**src/wps_pkg.sv**
```systemverilog
/*
 weld period sequencer package: register map, field positions, reset
 values, schedule defaults and timing counts.
 assumes a 20 MHz pclk.
*/
package wps_pkg;
  // ==========================================================
  // timing
  localparam int unsigned CLK_HZ = 20000000;
  localparam int unsigned TICK_MS = 1;
  localparam int unsigned TICK_CYC = CLK_HZ / 1000 * TICK_MS;
  localparam logic [14:0] TICK_LAST = 15'(TICK_CYC - 1);
  // head detect: time a firing switch must be seen closed with feet open
  localparam int unsigned DETECT_MS = 5;
  localparam logic [15:0] DETECT_LAST = 16'(DETECT_MS - 1);

  // ==========================================================
  // register offsets (byte addresses)
  localparam logic [11:0] ADDR_CTRL = 12'h000;
  localparam logic [11:0] ADDR_STATUS = 12'h004;
  localparam logic [11:0] ADDR_COUNT = 12'h008;
  localparam logic [11:0] ADDR_SEL = 12'h00C;
  localparam logic [11:0] ADDR_PRESS = 12'h010;
  localparam logic [11:0] ADDR_HEAT1 = 12'h014;
  localparam logic [11:0] ADDR_COOL = 12'h018;
  localparam logic [11:0] ADDR_HEAT2 = 12'h01C;
  localparam logic [11:0] ADDR_HOLD = 12'h020;
  localparam logic [11:0] ADDR_MODE = 12'h024;

  // ==========================================================
  // ctrl fields
  localparam int CTRL_FORCE_FIRED = 0;
  localparam int CTRL_COUNT_CLR = 1;
  localparam int CTRL_REDETECT = 2;
  localparam int CTRL_VIEW = 3;
  // status fields
  localparam int ST_DETECTED = 0;
  localparam int ST_MANUAL = 1;
  localparam int ST_BUSY = 2;
  localparam int ST_CURRENT = 3;
  localparam int ST_CLOSE = 4;
  localparam int ST_VIEW = 5;

  // ==========================================================
  // schedules and modes
  localparam int NSCHED = 16;
  localparam logic [3:0] SCHED_SLOPE = 4'h5;
  localparam logic [3:0] SCHED_BRAZE = 4'h6;
  localparam logic [3:0] SCHED_WHEEL = 4'h7;
  localparam logic [3:0] SCHED_SEAM = 4'h8;
  localparam logic [1:0] MODE_SINGLE = 2'h0;
  localparam logic [1:0] MODE_WHEEL = 2'h1;
  localparam logic [1:0] MODE_SEAM = 2'h2;
  localparam logic [15:0] DEF_TIME = 16'h0001;
  localparam logic [15:0] ZERO_TIME = 16'h0000;
  localparam logic [23:0] COUNT_MAX = 24'h98967F; // 9999999
  localparam logic [23:0] COUNT_RST = 24'h000000;

  // ==========================================================
  // sequence states
  typedef enum logic [2:0] {
    WPS_IDLE, WPS_PRESS, WPS_HEAT1, WPS_COOL, WPS_HEAT2, WPS_HOLD, WPS_END
  } wps_state_t;
endpackage : wps_pkg

```
**src/wps_sync.sv**
```systemverilog
/*
 two-flop synchroniser for one pin level.
 assumes the pin is asynchronous to pclk.
*/
`timescale 1ns/1ns
module wps_sync (
  input wire logic pclk,
  input wire logic presetn,
  input wire logic pin,
  output logic level
);
  typedef struct packed {
    logic meta;
    logic level;
  } wps_sync_t;
  wps_sync_t s;
  wps_sync_t next_s;

  // ==========================================================
  // first flop feeds only the second
  always_comb begin
    next_s.meta = pin;
    next_s.level = s.meta;
  end

  always_ff @(posedge pclk or negedge presetn) begin
    if (!presetn) begin
      s <= '0;
    end else begin
      s <= next_s;
    end
  end

  assign level = s.level;
endmodule : wps_sync

```
**src/wps_tick.sv**
```systemverilog
/*
 millisecond tick divider: one-cycle pulse every TICK_CYC clocks.
 assumes pclk at the rate in the package.
*/
`timescale 1ns/1ns
module wps_tick (
  input wire logic pclk,
  input wire logic presetn,
  output logic tick
);
  typedef struct packed {
    logic [14:0] cnt;
    logic tick;
  } wps_tick_t;
  wps_tick_t s;
  wps_tick_t next_s;

  // ==========================================================
  // free-running divider
  always_comb begin
    next_s = s;
    next_s.tick = 1'b0;
    if (s.cnt == wps_pkg::TICK_LAST) begin
      next_s.cnt = 15'h0000;
      next_s.tick = 1'b1;
    end else begin
      next_s.cnt = s.cnt + 15'h0001;
    end
  end

  always_ff @(posedge pclk or negedge presetn) begin
    if (!presetn) begin
      s <= '0;
    end else begin
      s <= next_s;
    end
  end

  assign tick = s.tick;
endmodule : wps_tick

```
**src/wps_top.sv**
```systemverilog
/*
 weld period sequencer: APB registers, head detection, weld timing.
 assumes firing and foot switch pins are asynchronous, active high
 when closed; an APB master on pclk.
*/
// Decided for this implementation: the register offsets and the APB register port.
// What this block does
// - manual head: current on firing close
// - force-fired air: both feet plus firing
// - non-force air: current after press expires
// - air head: hold close after current
// - manual head ignores press and hold
// - head type detected before first weld
// - seven-digit weld count readable
// - defaults preload schedules five, six, seven, eight
// - wheel mode repeats heat cool heat
// - wheel heat2 spot length, cool spacing
// - wheel manual: hold omitted entirely
// - seam: current until a start switch for the head type opens
// - zero heat intervals skipped
`timescale 1ns/1ns
module wps_top (
  input wire logic pclk,
  input wire logic presetn,
  input wire logic psel,
  input wire logic penable,
  input wire logic pwrite,
  input wire logic [11:0] paddr,
  input wire logic [31:0] pwdata,
  output logic [31:0] prdata,
  output logic pready,
  output logic pslverr,
  input wire logic firing_switch,
  input wire logic foot_level1,
  input wire logic foot_level2,
  output logic current_enable,
  output logic electrode_close
);
  typedef struct packed {
    logic [15:0] press;
    logic [15:0] heat1;
    logic [15:0] cool;
    logic [15:0] heat2;
    logic [15:0] hold;
    logic [1:0] mode;
  } wps_sched_t;

  typedef struct packed {
    wps_sched_t [wps_pkg::NSCHED-1:0] tab;
    logic [3:0] sel;
    logic force_fired;
    logic view;
    logic detected;
    logic manual;
    logic [15:0] det_cnt;
    wps_pkg::wps_state_t st;
    logic [15:0] tmr;
    logic [23:0] count;
    logic [31:0] prdata;
    logic pready;
    logic pslverr;
    logic cur;
    logic close;
  } wps_top_t;

  wps_top_t s;
  wps_top_t next_s;
  logic fire;
  logic foot1;
  logic foot2;
  logic tick;
  wps_sched_t cs;

  // ==========================================================
  // pin synchronisers and tick
  wps_sync u_sync_fire (.pclk(pclk), .presetn(presetn),
    .pin(firing_switch), .level(fire));
  wps_sync u_sync_f1 (.pclk(pclk), .presetn(presetn),
    .pin(foot_level1), .level(foot1));
  wps_sync u_sync_f2 (.pclk(pclk), .presetn(presetn),
    .pin(foot_level2), .level(foot2));
  wps_tick u_tick (.pclk(pclk), .presetn(presetn), .tick(tick));

  // factory schedule table, built once
  function automatic wps_sched_t def_sched(input int i);
    wps_sched_t d;
    d = '{wps_pkg::ZERO_TIME, wps_pkg::DEF_TIME, wps_pkg::ZERO_TIME,
          wps_pkg::ZERO_TIME, wps_pkg::ZERO_TIME, wps_pkg::MODE_SINGLE};
    if (4'(i) == wps_pkg::SCHED_SLOPE) begin
      d.heat2 = wps_pkg::DEF_TIME;
    end else if (4'(i) == wps_pkg::SCHED_BRAZE) begin
      d.hold = wps_pkg::DEF_TIME;
    end else if (4'(i) == wps_pkg::SCHED_WHEEL) begin
      d.cool = wps_pkg::DEF_TIME;
      d.heat2 = wps_pkg::DEF_TIME;
      d.mode = wps_pkg::MODE_WHEEL;
    end else if (4'(i) == wps_pkg::SCHED_SEAM) begin
      d.mode = wps_pkg::MODE_SEAM;
    end
    return d;
  endfunction : def_sched

  // next interval after a finished one, zero lengths skipped
  function automatic wps_pkg::wps_state_t after(
      input wps_pkg::wps_state_t from, input wps_sched_t c,
      input logic man);
    wps_pkg::wps_state_t n;
    n = wps_pkg::WPS_END;
    case (from)
      wps_pkg::WPS_IDLE, wps_pkg::WPS_PRESS: begin
        if (c.heat1 != 16'h0000) n = wps_pkg::WPS_HEAT1;
        else if (c.cool != 16'h0000) n = wps_pkg::WPS_COOL;
        else if (c.heat2 != 16'h0000) n = wps_pkg::WPS_HEAT2;
        else if (!man && c.hold != 16'h0000) n = wps_pkg::WPS_HOLD;
      end
      wps_pkg::WPS_HEAT1: begin
        if (c.cool != 16'h0000) n = wps_pkg::WPS_COOL;
        else if (c.heat2 != 16'h0000) n = wps_pkg::WPS_HEAT2;
        else if (!man && c.hold != 16'h0000) n = wps_pkg::WPS_HOLD;
      end
      wps_pkg::WPS_COOL: begin
        if (c.heat2 != 16'h0000) n = wps_pkg::WPS_HEAT2;
        else if (!man && c.hold != 16'h0000) n = wps_pkg::WPS_HOLD;
      end
      wps_pkg::WPS_HEAT2: begin
        if (!man && c.hold != 16'h0000) n = wps_pkg::WPS_HOLD;
      end
      default: n = wps_pkg::WPS_END;
    endcase
    return n;
  endfunction : after

  function automatic logic [15:0] len(input wps_pkg::wps_state_t st,
      input wps_sched_t c);
    case (st)
      wps_pkg::WPS_PRESS: len = c.press;
      wps_pkg::WPS_HEAT1: len = c.heat1;
      wps_pkg::WPS_COOL: len = c.cool;
      wps_pkg::WPS_HEAT2: len = c.heat2;
      wps_pkg::WPS_HOLD: len = c.hold;
      default: len = 16'h0000;
    endcase
  endfunction : len

  logic feet;
  logic start_ok;
  logic hold_sw;
  logic wr;
  logic rd;
  logic [15:0] ow;
  wps_pkg::wps_state_t nx;

  assign cs = s.tab[s.sel];
  assign feet = foot1 && foot2;
  assign ow = pwdata[15:0];

  // ==========================================================
  // next-state logic
  always_comb begin
    next_s = s;
    start_ok = 1'b0;
    hold_sw = 1'b0;
    nx = wps_pkg::WPS_END;
    wr = psel && penable && pwrite && !s.pready;
    rd = psel && penable && !pwrite && !s.pready;
    next_s.pready = psel && penable && !s.pready;
    next_s.pslverr = 1'b0;
    next_s.prdata = 32'h00000000;

    // head detection: firing seen without feet means manual
    if (!s.detected && s.st == wps_pkg::WPS_IDLE) begin
      if (feet) begin
        next_s.detected = 1'b1;
        next_s.manual = 1'b0;
      end else if (fire) begin
        next_s.det_cnt = s.det_cnt + 16'h0001;
        if (s.det_cnt == wps_pkg::DETECT_LAST) begin
          next_s.detected = 1'b1;
          next_s.manual = 1'b1;
        end
      end else begin
        next_s.det_cnt = 16'h0000;
      end
    end

    // start condition by head type
    if (s.manual) begin
      start_ok = fire;
      hold_sw = fire;
    end else if (s.force_fired) begin
      start_ok = feet && fire;
      hold_sw = feet && fire;
    end else begin
      start_ok = feet;
      hold_sw = feet;
    end

    // ==========================================================
    // sequencer
    case (s.st)
      wps_pkg::WPS_IDLE: begin
        if (s.detected && start_ok) begin
          if (!s.manual && !s.force_fired && cs.press != 16'h0000) begin
            nx = wps_pkg::WPS_PRESS;
          end else begin
            nx = after(wps_pkg::WPS_IDLE, cs, s.manual);
          end
          next_s.st = nx;
          next_s.tmr = len(nx, cs);
        end
      end
      wps_pkg::WPS_END: begin
        // wait for release before re-arming
        if (!start_ok && !fire && !feet) next_s.st = wps_pkg::WPS_IDLE;
      end
      default: begin
        if (cs.mode == wps_pkg::MODE_SEAM &&
            (s.st == wps_pkg::WPS_HEAT1)) begin
          // seam runs while the start switches for the head type stay closed
          if (!hold_sw) begin
            nx = after(wps_pkg::WPS_HEAT2, cs, s.manual);
            next_s.st = nx;
            next_s.tmr = len(nx, cs);
          end
        end else if (s.st != wps_pkg::WPS_HOLD &&
            cs.mode == wps_pkg::MODE_WHEEL && !hold_sw) begin
          // wheel stops when a switch opens
          nx = after(wps_pkg::WPS_HEAT2, cs, s.manual);
          next_s.st = nx;
          next_s.tmr = len(nx, cs);
        end else if (tick) begin
          if (s.tmr > 16'h0001) begin
            next_s.tmr = s.tmr - 16'h0001;
          end else begin
            nx = after(s.st, cs, s.manual);
            // wheel loops heat2 back to heat1
            if (cs.mode == wps_pkg::MODE_WHEEL &&
                s.st == wps_pkg::WPS_HEAT2 && hold_sw) begin
              nx = after(wps_pkg::WPS_IDLE, cs, s.manual);
            end
            next_s.st = nx;
            next_s.tmr = len(nx, cs);
          end
        end
      end
    endcase

    if (s.st != wps_pkg::WPS_END && s.st != wps_pkg::WPS_IDLE &&
        next_s.st == wps_pkg::WPS_END) begin
      next_s.count = (s.count == wps_pkg::COUNT_MAX) ?
        wps_pkg::COUNT_RST : s.count + 24'h000001;
    end

    // ==========================================================
    // register writes; timing changes take effect even while busy
    if (wr) begin
      case (paddr)
        wps_pkg::ADDR_CTRL: begin
          next_s.force_fired = pwdata[wps_pkg::CTRL_FORCE_FIRED];
          next_s.view = pwdata[wps_pkg::CTRL_VIEW];
          if (pwdata[wps_pkg::CTRL_COUNT_CLR]) begin
            next_s.count = wps_pkg::COUNT_RST;
          end
          if (pwdata[wps_pkg::CTRL_REDETECT]) begin
            next_s.detected = 1'b0;
            next_s.det_cnt = 16'h0000;
          end
        end
        wps_pkg::ADDR_SEL: next_s.sel = pwdata[3:0];
        // press and hold not programmable on manual head
        wps_pkg::ADDR_PRESS: if (!s.manual) next_s.tab[s.sel].press = ow;
        wps_pkg::ADDR_HEAT1: next_s.tab[s.sel].heat1 = ow;
        wps_pkg::ADDR_COOL: next_s.tab[s.sel].cool = ow;
        wps_pkg::ADDR_HEAT2: next_s.tab[s.sel].heat2 = ow;
        wps_pkg::ADDR_HOLD: if (!s.manual) next_s.tab[s.sel].hold = ow;
        wps_pkg::ADDR_MODE: next_s.tab[s.sel].mode = pwdata[1:0];
        wps_pkg::ADDR_STATUS, wps_pkg::ADDR_COUNT: begin
        end
        default: next_s.pslverr = 1'b1;
      endcase
    end

    // register reads; manual head shows press and hold as zero
    if (rd) begin
      case (paddr)
        wps_pkg::ADDR_CTRL: begin
          next_s.prdata[wps_pkg::CTRL_FORCE_FIRED] = s.force_fired;
          next_s.prdata[wps_pkg::CTRL_VIEW] = s.view;
        end
        wps_pkg::ADDR_STATUS: begin
          next_s.prdata[wps_pkg::ST_DETECTED] = s.detected;
          next_s.prdata[wps_pkg::ST_MANUAL] = s.manual;
          next_s.prdata[wps_pkg::ST_BUSY] = s.st != wps_pkg::WPS_IDLE;
          next_s.prdata[wps_pkg::ST_CURRENT] = s.cur;
          next_s.prdata[wps_pkg::ST_CLOSE] = s.close;
          next_s.prdata[wps_pkg::ST_VIEW] = s.view;
        end
        wps_pkg::ADDR_COUNT: next_s.prdata[23:0] = s.count;
        wps_pkg::ADDR_SEL: next_s.prdata[3:0] = s.sel;
        wps_pkg::ADDR_PRESS:
          next_s.prdata[15:0] = s.manual ? 16'h0000 : cs.press;
        wps_pkg::ADDR_HEAT1: next_s.prdata[15:0] = cs.heat1;
        wps_pkg::ADDR_COOL: next_s.prdata[15:0] = cs.cool;
        wps_pkg::ADDR_HEAT2: next_s.prdata[15:0] = cs.heat2;
        wps_pkg::ADDR_HOLD:
          next_s.prdata[15:0] = s.manual ? 16'h0000 : cs.hold;
        wps_pkg::ADDR_MODE: next_s.prdata[1:0] = cs.mode;
        default: next_s.pslverr = 1'b1;
      endcase
    end

    // outputs follow the next state
    next_s.cur = next_s.st == wps_pkg::WPS_HEAT1 ||
                 next_s.st == wps_pkg::WPS_HEAT2;
    next_s.close = !next_s.manual &&
      (next_s.st != wps_pkg::WPS_IDLE && next_s.st != wps_pkg::WPS_END);
  end

  // ==========================================================
  // state register; table loads factory values at reset
  always_ff @(posedge pclk or negedge presetn) begin
    if (!presetn) begin
      s <= '0;
      for (int i = 0; i < wps_pkg::NSCHED; i++) begin
        s.tab[i] <= def_sched(i);
      end
    end else begin
      s <= next_s;
    end
  end

  assign prdata = s.prdata;
  assign pready = s.pready;
  assign pslverr = s.pslverr;
  assign current_enable = s.cur;
  assign electrode_close = s.close;
endmodule : wps_top

```
**config.mk**
```make
export PLATFORM = sky130hd
export DESIGN_NAME = wps_top
export DESIGN_NICKNAME = d
export VERILOG_FILES = /design/src/wps_pkg.sv /design/src/wps_sync.sv /design/src/wps_tick.sv /design/src/wps_top.sv
export SDC_FILE = /design/constraint.sdc
export NUM_CORES = 2
export LEC_CHECK = 0
export ABC_AREA = 1
export ABC_CLOCK_PERIOD_IN_PS = 7000
export BUFFER_PORTS_ARGS = -buffer_cell sky130_fd_sc_hd__clkbuf_2
export CORE_MARGIN = 10
export CORE_UTILIZATION = 28
export CTS_CLUSTER_DIAMETER = 60
export DETAILED_ROUTE_END_ITERATION = 6
export PLACE_DENSITY = 0.47
export SKIP_LAST_GASP = 1
export SLEW_MARGIN = 30
export SYNTH_ARGS = -nofsm -noshare
export SYNTH_HDL_FRONTEND = slang
export SYNTH_SLANG_ARGS = --single-unit
```
**constraint.sdc**
```tcl
create_clock -name pclk -period 7 [get_ports pclk]
set_clock_uncertainty 0.15 [all_clocks]
set_input_delay 1.05 -clock pclk [delete_from_list [all_inputs] [get_ports pclk]]
set_output_delay 1.05 -clock pclk [all_outputs]
set_load 0.02 [all_outputs]
```
==> results_tabular.tex <==
\begin{tabular}{lr}
\hline
Metric & Value \\
\hline
\multicolumn{2}{l}{\textbf{Clock network}} \\
Buffer type at the clock tree root & sky130\_fd\_sc\_hd\_\_clkbuf\_16 \\
Max Root-Sink Buffers & 3 \\
Sinks on the clock net & approximately 1,400 \\
\# Post-CTS Setup Buffers & 0 \\
Clock tree from TritonCTS & yes \\
Number of gates given a new drive strength after cts & 0 \\
Hold Buf Count CTS & 1 \\
Total CTS buffers & 183 \\
H-tree depth & 4 \\
Clock-pin transition on the worst setup and hold timing paths & 60 ps \\
Clk\_lat worst skew & 870 ps \\
\multicolumn{2}{l}{\textbf{Die}} \\
DIE AREA & roughly 300,000 um2 \\
Area inside the core boundary & 282,800 um2 \\
Core Rows & around 200 \\
Total I/O pin count & 88 \\
Height of the chip & 553.4 um \\
Effective utilization at floorplan & 0.2818 \\
Width of the die & 553.4 um \\
\multicolumn{2}{l}{\textbf{Outcome}} \\
Failing checks & design-rule violations \\
Status & complete, but fails checks \\
\multicolumn{2}{l}{\textbf{Routing}} \\
Vias post-DR & 77,670 \\
Number of detailed-route iterations in the first pass & 7 \\
Starting DRT DRC Count & 8,473 \\
Via-per-instance ratio & 5.305 \\
Wire length reported by the detailed router & 333.2 mm \\
Remaining routing DRC violations & 1 \\
Average detailed-routed wire length per instance & 22.76 um \\
Routed Antenna Nets & 0 \\
\multicolumn{2}{l}{\textbf{Synth}} \\
Part of the Yosys area used for sequential elements & 0.4492 \\
Yosys warning total & 0 \\
Post-synthesis sequential element count & 1,429 \\
Post-synthesis instance total & between 10,000 and 15,000 \\
Post-synth EDFFs & 0 \\
Netlist area before placement & 79,680 um2 \\
Dominant synthesized flop cell & sky130\_fd\_sc\_hd\_\_dfrtp\_1 \\
Count of different cell masters after synthesis & a little under 50 \\
Most area-consuming cells after synthesis & sky130\_fd\_sc\_hd\_\_dfrtp\_1 44\%, sky130\_fd\_sc\_hd\_\_nand2\_1 15\%, sky130\_fd\_sc\_hd\_\_o21ai\_0 9.7\% \\
Cell accounting for the most synthesized area & sky130\_fd\_sc\_hd\_\_dfrtp\_1 \\
Share of the synthesized area in the top cell type & 0.4419 \\
Mean Syn Cell Area & 7.155 um2 \\
Post-synth ARST share & 1.000 \\
\multicolumn{2}{l}{\textbf{Critical path}} \\
Element type at the critical path start & flip-flop \\
Worst-path maximum fanout & just over 40 \\
Count of cells along the worst register-to-register path & 28 \\
Worst reg2reg startpoint & s[100] \\
R2R Setup Slk & around 1000 ps \\
Data arrival time of the critical path & 6590 ps \\
Max incr delay on CP & 820 ps \\
Worst EP required & 7630 ps \\
Worst setup path category & reg -> reg \\
Cell repeated most along the worst path & sky130\_fd\_sc\_hd\_\_nand2\_1 \\
R2r endpoint & s[39] \\
Critical path endpoint category & flip-flop \\
Master of the slowest instance on the critical path & sky130\_fd\_sc\_hd\_\_dfrtp\_4 \\
\multicolumn{2}{l}{\textbf{Hold path}} \\
Path class of the lowest-slack min-delay path & in -> reg \\
Startpoint of the most critical hold path & foot\_level2 \\
Number of stages on the worst hold path & 1 \\
End point of the worst hold path & u\_sync\_f2.next\_s[0] \\
\multicolumn{2}{l}{\textbf{Placement}} \\
I/O Buffers & 63 \\
Placer Congestion & 0.8941 \\
Number of placed instances, taps included & 14,310 \\
Post-detail-place hpwl & 195.3 mm \\
\multicolumn{2}{l}{\textbf{GRT}} \\
Number of antenna violations at the first check in global routing & 9 \\
Tot GR Track Use & 0.2079 \\
Residual overflow from global routing & 0 \\
Largest net degree at the start of global routing & 172 \\
Vias in the first global route & 74,020 \\
Global-route wire length before repair & 494.1 mm \\
\multicolumn{2}{l}{\textbf{STA}} \\
Slew margin rel. & 0.2350 \\
Post-route setup TNS & 0 ps \\
Unrepaired setup endpoints after global routing & no \\
Least-Margin Pin Slew & approximately 1100 ps \\
Max-slew violation total from the final report & 0 \\
Hold Violations, Final & 0 \\
Total of endpoints with negative setup slack in the final report & 0 \\
Max Clk Rate & between 150 and 200 MHz \\
Share of the cycle needed by the critical path after routing & 0.8504 \\
Shortest clock period the worst path allows after layout & between 5000 and 6000 ps \\
\multicolumn{2}{l}{\textbf{Layout}} \\
Final Instance Count excl. Fillers & 14,640 \\
Number of nets at the end of the flow & 10,820 \\
Layout overhead on the synthesized area & 12.82\% \\
Layout cells sized above 1 & 0.06268 \\
\multicolumn{2}{l}{\textbf{Power}} \\
Leakage power & 42.09 nW \\
Max IR drop VDD & between 0.2 and 0.3 mV \\
Power Dens Cells & between 200 and 250 nW/um2 \\
\multicolumn{2}{l}{\textbf{Job}} \\
Max-capacitance violation count & 0 \\
\hline
\end{tabular}
-- kinds of logic (layout without fill, tap and decap cells) --
family | after synthesis | count (layout) | synth area share
XOR/XNOR | 27 | 27 | 0.002968
adder cells (fa/ha/maj) | 6 | 6 | 0.0009422
AND/OR/NAND/NOR | 3865 | 3865 | 0.1894
flip-flops | 1429 | 1429 | 0.4492
other | 1 | 9 | 0.00004707
buffers and inverters | 2541 | 2296 | 0.1255
AO/OA/AOI/OAI | 3266 | 3266 | 0.2320
-- worst max path at each step --
stage,slack (ps),end,cells past startpoint,start
global placement,1160,s[47],32,s[100]
CTS,1240,s[47],32,s[100]
global route,730,s[46],32,s[100]
floorplan,3050,flip-flop,11,paddr[9]
finish,1050,s[39],28,s[100]
detailed placement,1250,s[46],32,s[100]
-- cell type report --
| class | count | area, um2 |
|---|---|---|
| Clock buffer | 263 | 5240 |
| Clock inverter | 60 | 767.0 |
| Timing Repair Buffer | 287 | 2795 |
| Antenna cell | 1 | 2.502 |
| Tap cell | 3743 | 4683 |
| Sequential cell | 1429 | 35790 |
| Fill cell | 30040 | 192900 |
| Inverter | 1686 | 6345 |
| Multi-Input combinational cell | 7172 | 34260 |
-- synthesized netlist by cell type, types with 57 or more instances --
master,instances
sky130_fd_sc_hd__nand2_1,3084
sky130_fd_sc_hd__inv_1,1662
sky130_fd_sc_hd__o21ai_0,1540
sky130_fd_sc_hd__dfrtp_1,1407
sky130_fd_sc_hd__o22ai_1,1223
sky130_fd_sc_hd__clkbuf_1,610
sky130_fd_sc_hd__nor2_1,462
sky130_fd_sc_hd__a21oi_1,295
sky130_fd_sc_hd__buf_2,130
sky130_fd_sc_hd__nand3_1,117
sky130_fd_sc_hd__nor3_1,79
sky130_fd_sc_hd__nand4_1,74
sky130_fd_sc_hd__a22oi_1,68
sky130_fd_sc_hd__o32ai_1,64
sky130_fd_sc_hd__buf_4,57
-- worst max-delay path: cells and delay by family (launching register included) --
family	cells	cell delay (ps)
buffers and inverters	4	980
AND/OR/NAND/NOR	22	3240
flip-flops	1	820
AO/OA/AOI/OAI	2	550
-- stage by stage --
stage | hold slack (ps) | power (W) | worst slack, ps | cell area [um2] | util
3_5_place_dp | 186.5 | 0.009814 | 1254 | 83810 | 0.2964
2_1_floorplan | 181.2 | 0.009270 | 3049 | 79700 | -
6_report | 147.3 | 0.01922 | 1047 | 89890 | 0.3179
5_1_grt | 100.0 | 0.01988 | 729.6 | 89880 | 0.3179
4_1_cts | 77.24 | 0.01941 | 1240 | 89830 | 0.3177
3_3_place_gp | 185.0 | 0.009817 | 1155 | 83740 | 0.2961
-- report_power, final --
| group | total, W | switching (W) | leakage [nW] | internal (W) |
|---|---|---|---|---|
| Sequential | 0.00841 | 0.0000730 | 13.0 | 0.00833 |
| Combinational | 0.00128 | 0.000967 | 26.1 | 0.000317 |
| Clock | 0.00953 | 0.00403 | 2.94 | 0.00549 |
| Total | 0.0192 | 0.00507 | 42.1 | 0.0141 |
-- placed cells by master, fill, tap and decap left out, types with 9 or more instances in the layout --
cell type,Yosys,routed
sky130_fd_sc_hd__a221oi_1,17,17
sky130_fd_sc_hd__clkinv_1,9,9
sky130_fd_sc_hd__o21ai_0,1540,1539
sky130_fd_sc_hd__inv_6,0,10
sky130_fd_sc_hd__inv_2,15,13
sky130_fd_sc_hd__o32ai_1,64,64
sky130_fd_sc_hd__nand2_1,3084,3083
sky130_fd_sc_hd__dfstp_2,22,22
sky130_fd_sc_hd__clkinv_2,0,23
sky130_fd_sc_hd__clkbuf_16,0,183
sky130_fd_sc_hd__buf_12,0,61
sky130_fd_sc_hd__a22oi_1,68,68
sky130_fd_sc_hd__o31ai_1,15,15
sky130_fd_sc_hd__buf_4,57,157
sky130_fd_sc_hd__clkbuf_1,610,44
sky130_fd_sc_hd__nor2_1,462,439
sky130_fd_sc_hd__clkbuf_2,0,57
sky130_fd_sc_hd__nor2_4,1,25
sky130_fd_sc_hd__dfrtp_1,1407,1405
sky130_fd_sc_hd__nor4_1,20,17
sky130_fd_sc_hd__inv_1,1662,1659
sky130_fd_sc_hd__o22ai_1,1223,1223
sky130_fd_sc_hd__a21oi_1,295,295
sky130_fd_sc_hd__nand3_1,117,117
sky130_fd_sc_hd__nand4_1,74,74
sky130_fd_sc_hd__o21ai_1,16,16
sky130_fd_sc_hd__nor3_1,79,61
sky130_fd_sc_hd__nor3_2,0,18
sky130_fd_sc_hd__clkbuf_8,0,36
sky130_fd_sc_hd__xor2_1,25,25
-- per-layer routing --
metal / vias to the layer above / track usage / share of wire
li1: 35700 / - / -
met1: 38310 / 0.2913 / 0.45
met2: 3121 / 0.3261 / 0.44
met3: 530 / 0.03362 / 0.074
met4: 8 / 0.06839 / 0.035
met5: - / 0 / 0.00027
Note: power is estimated with default switching activity, not from simulation.
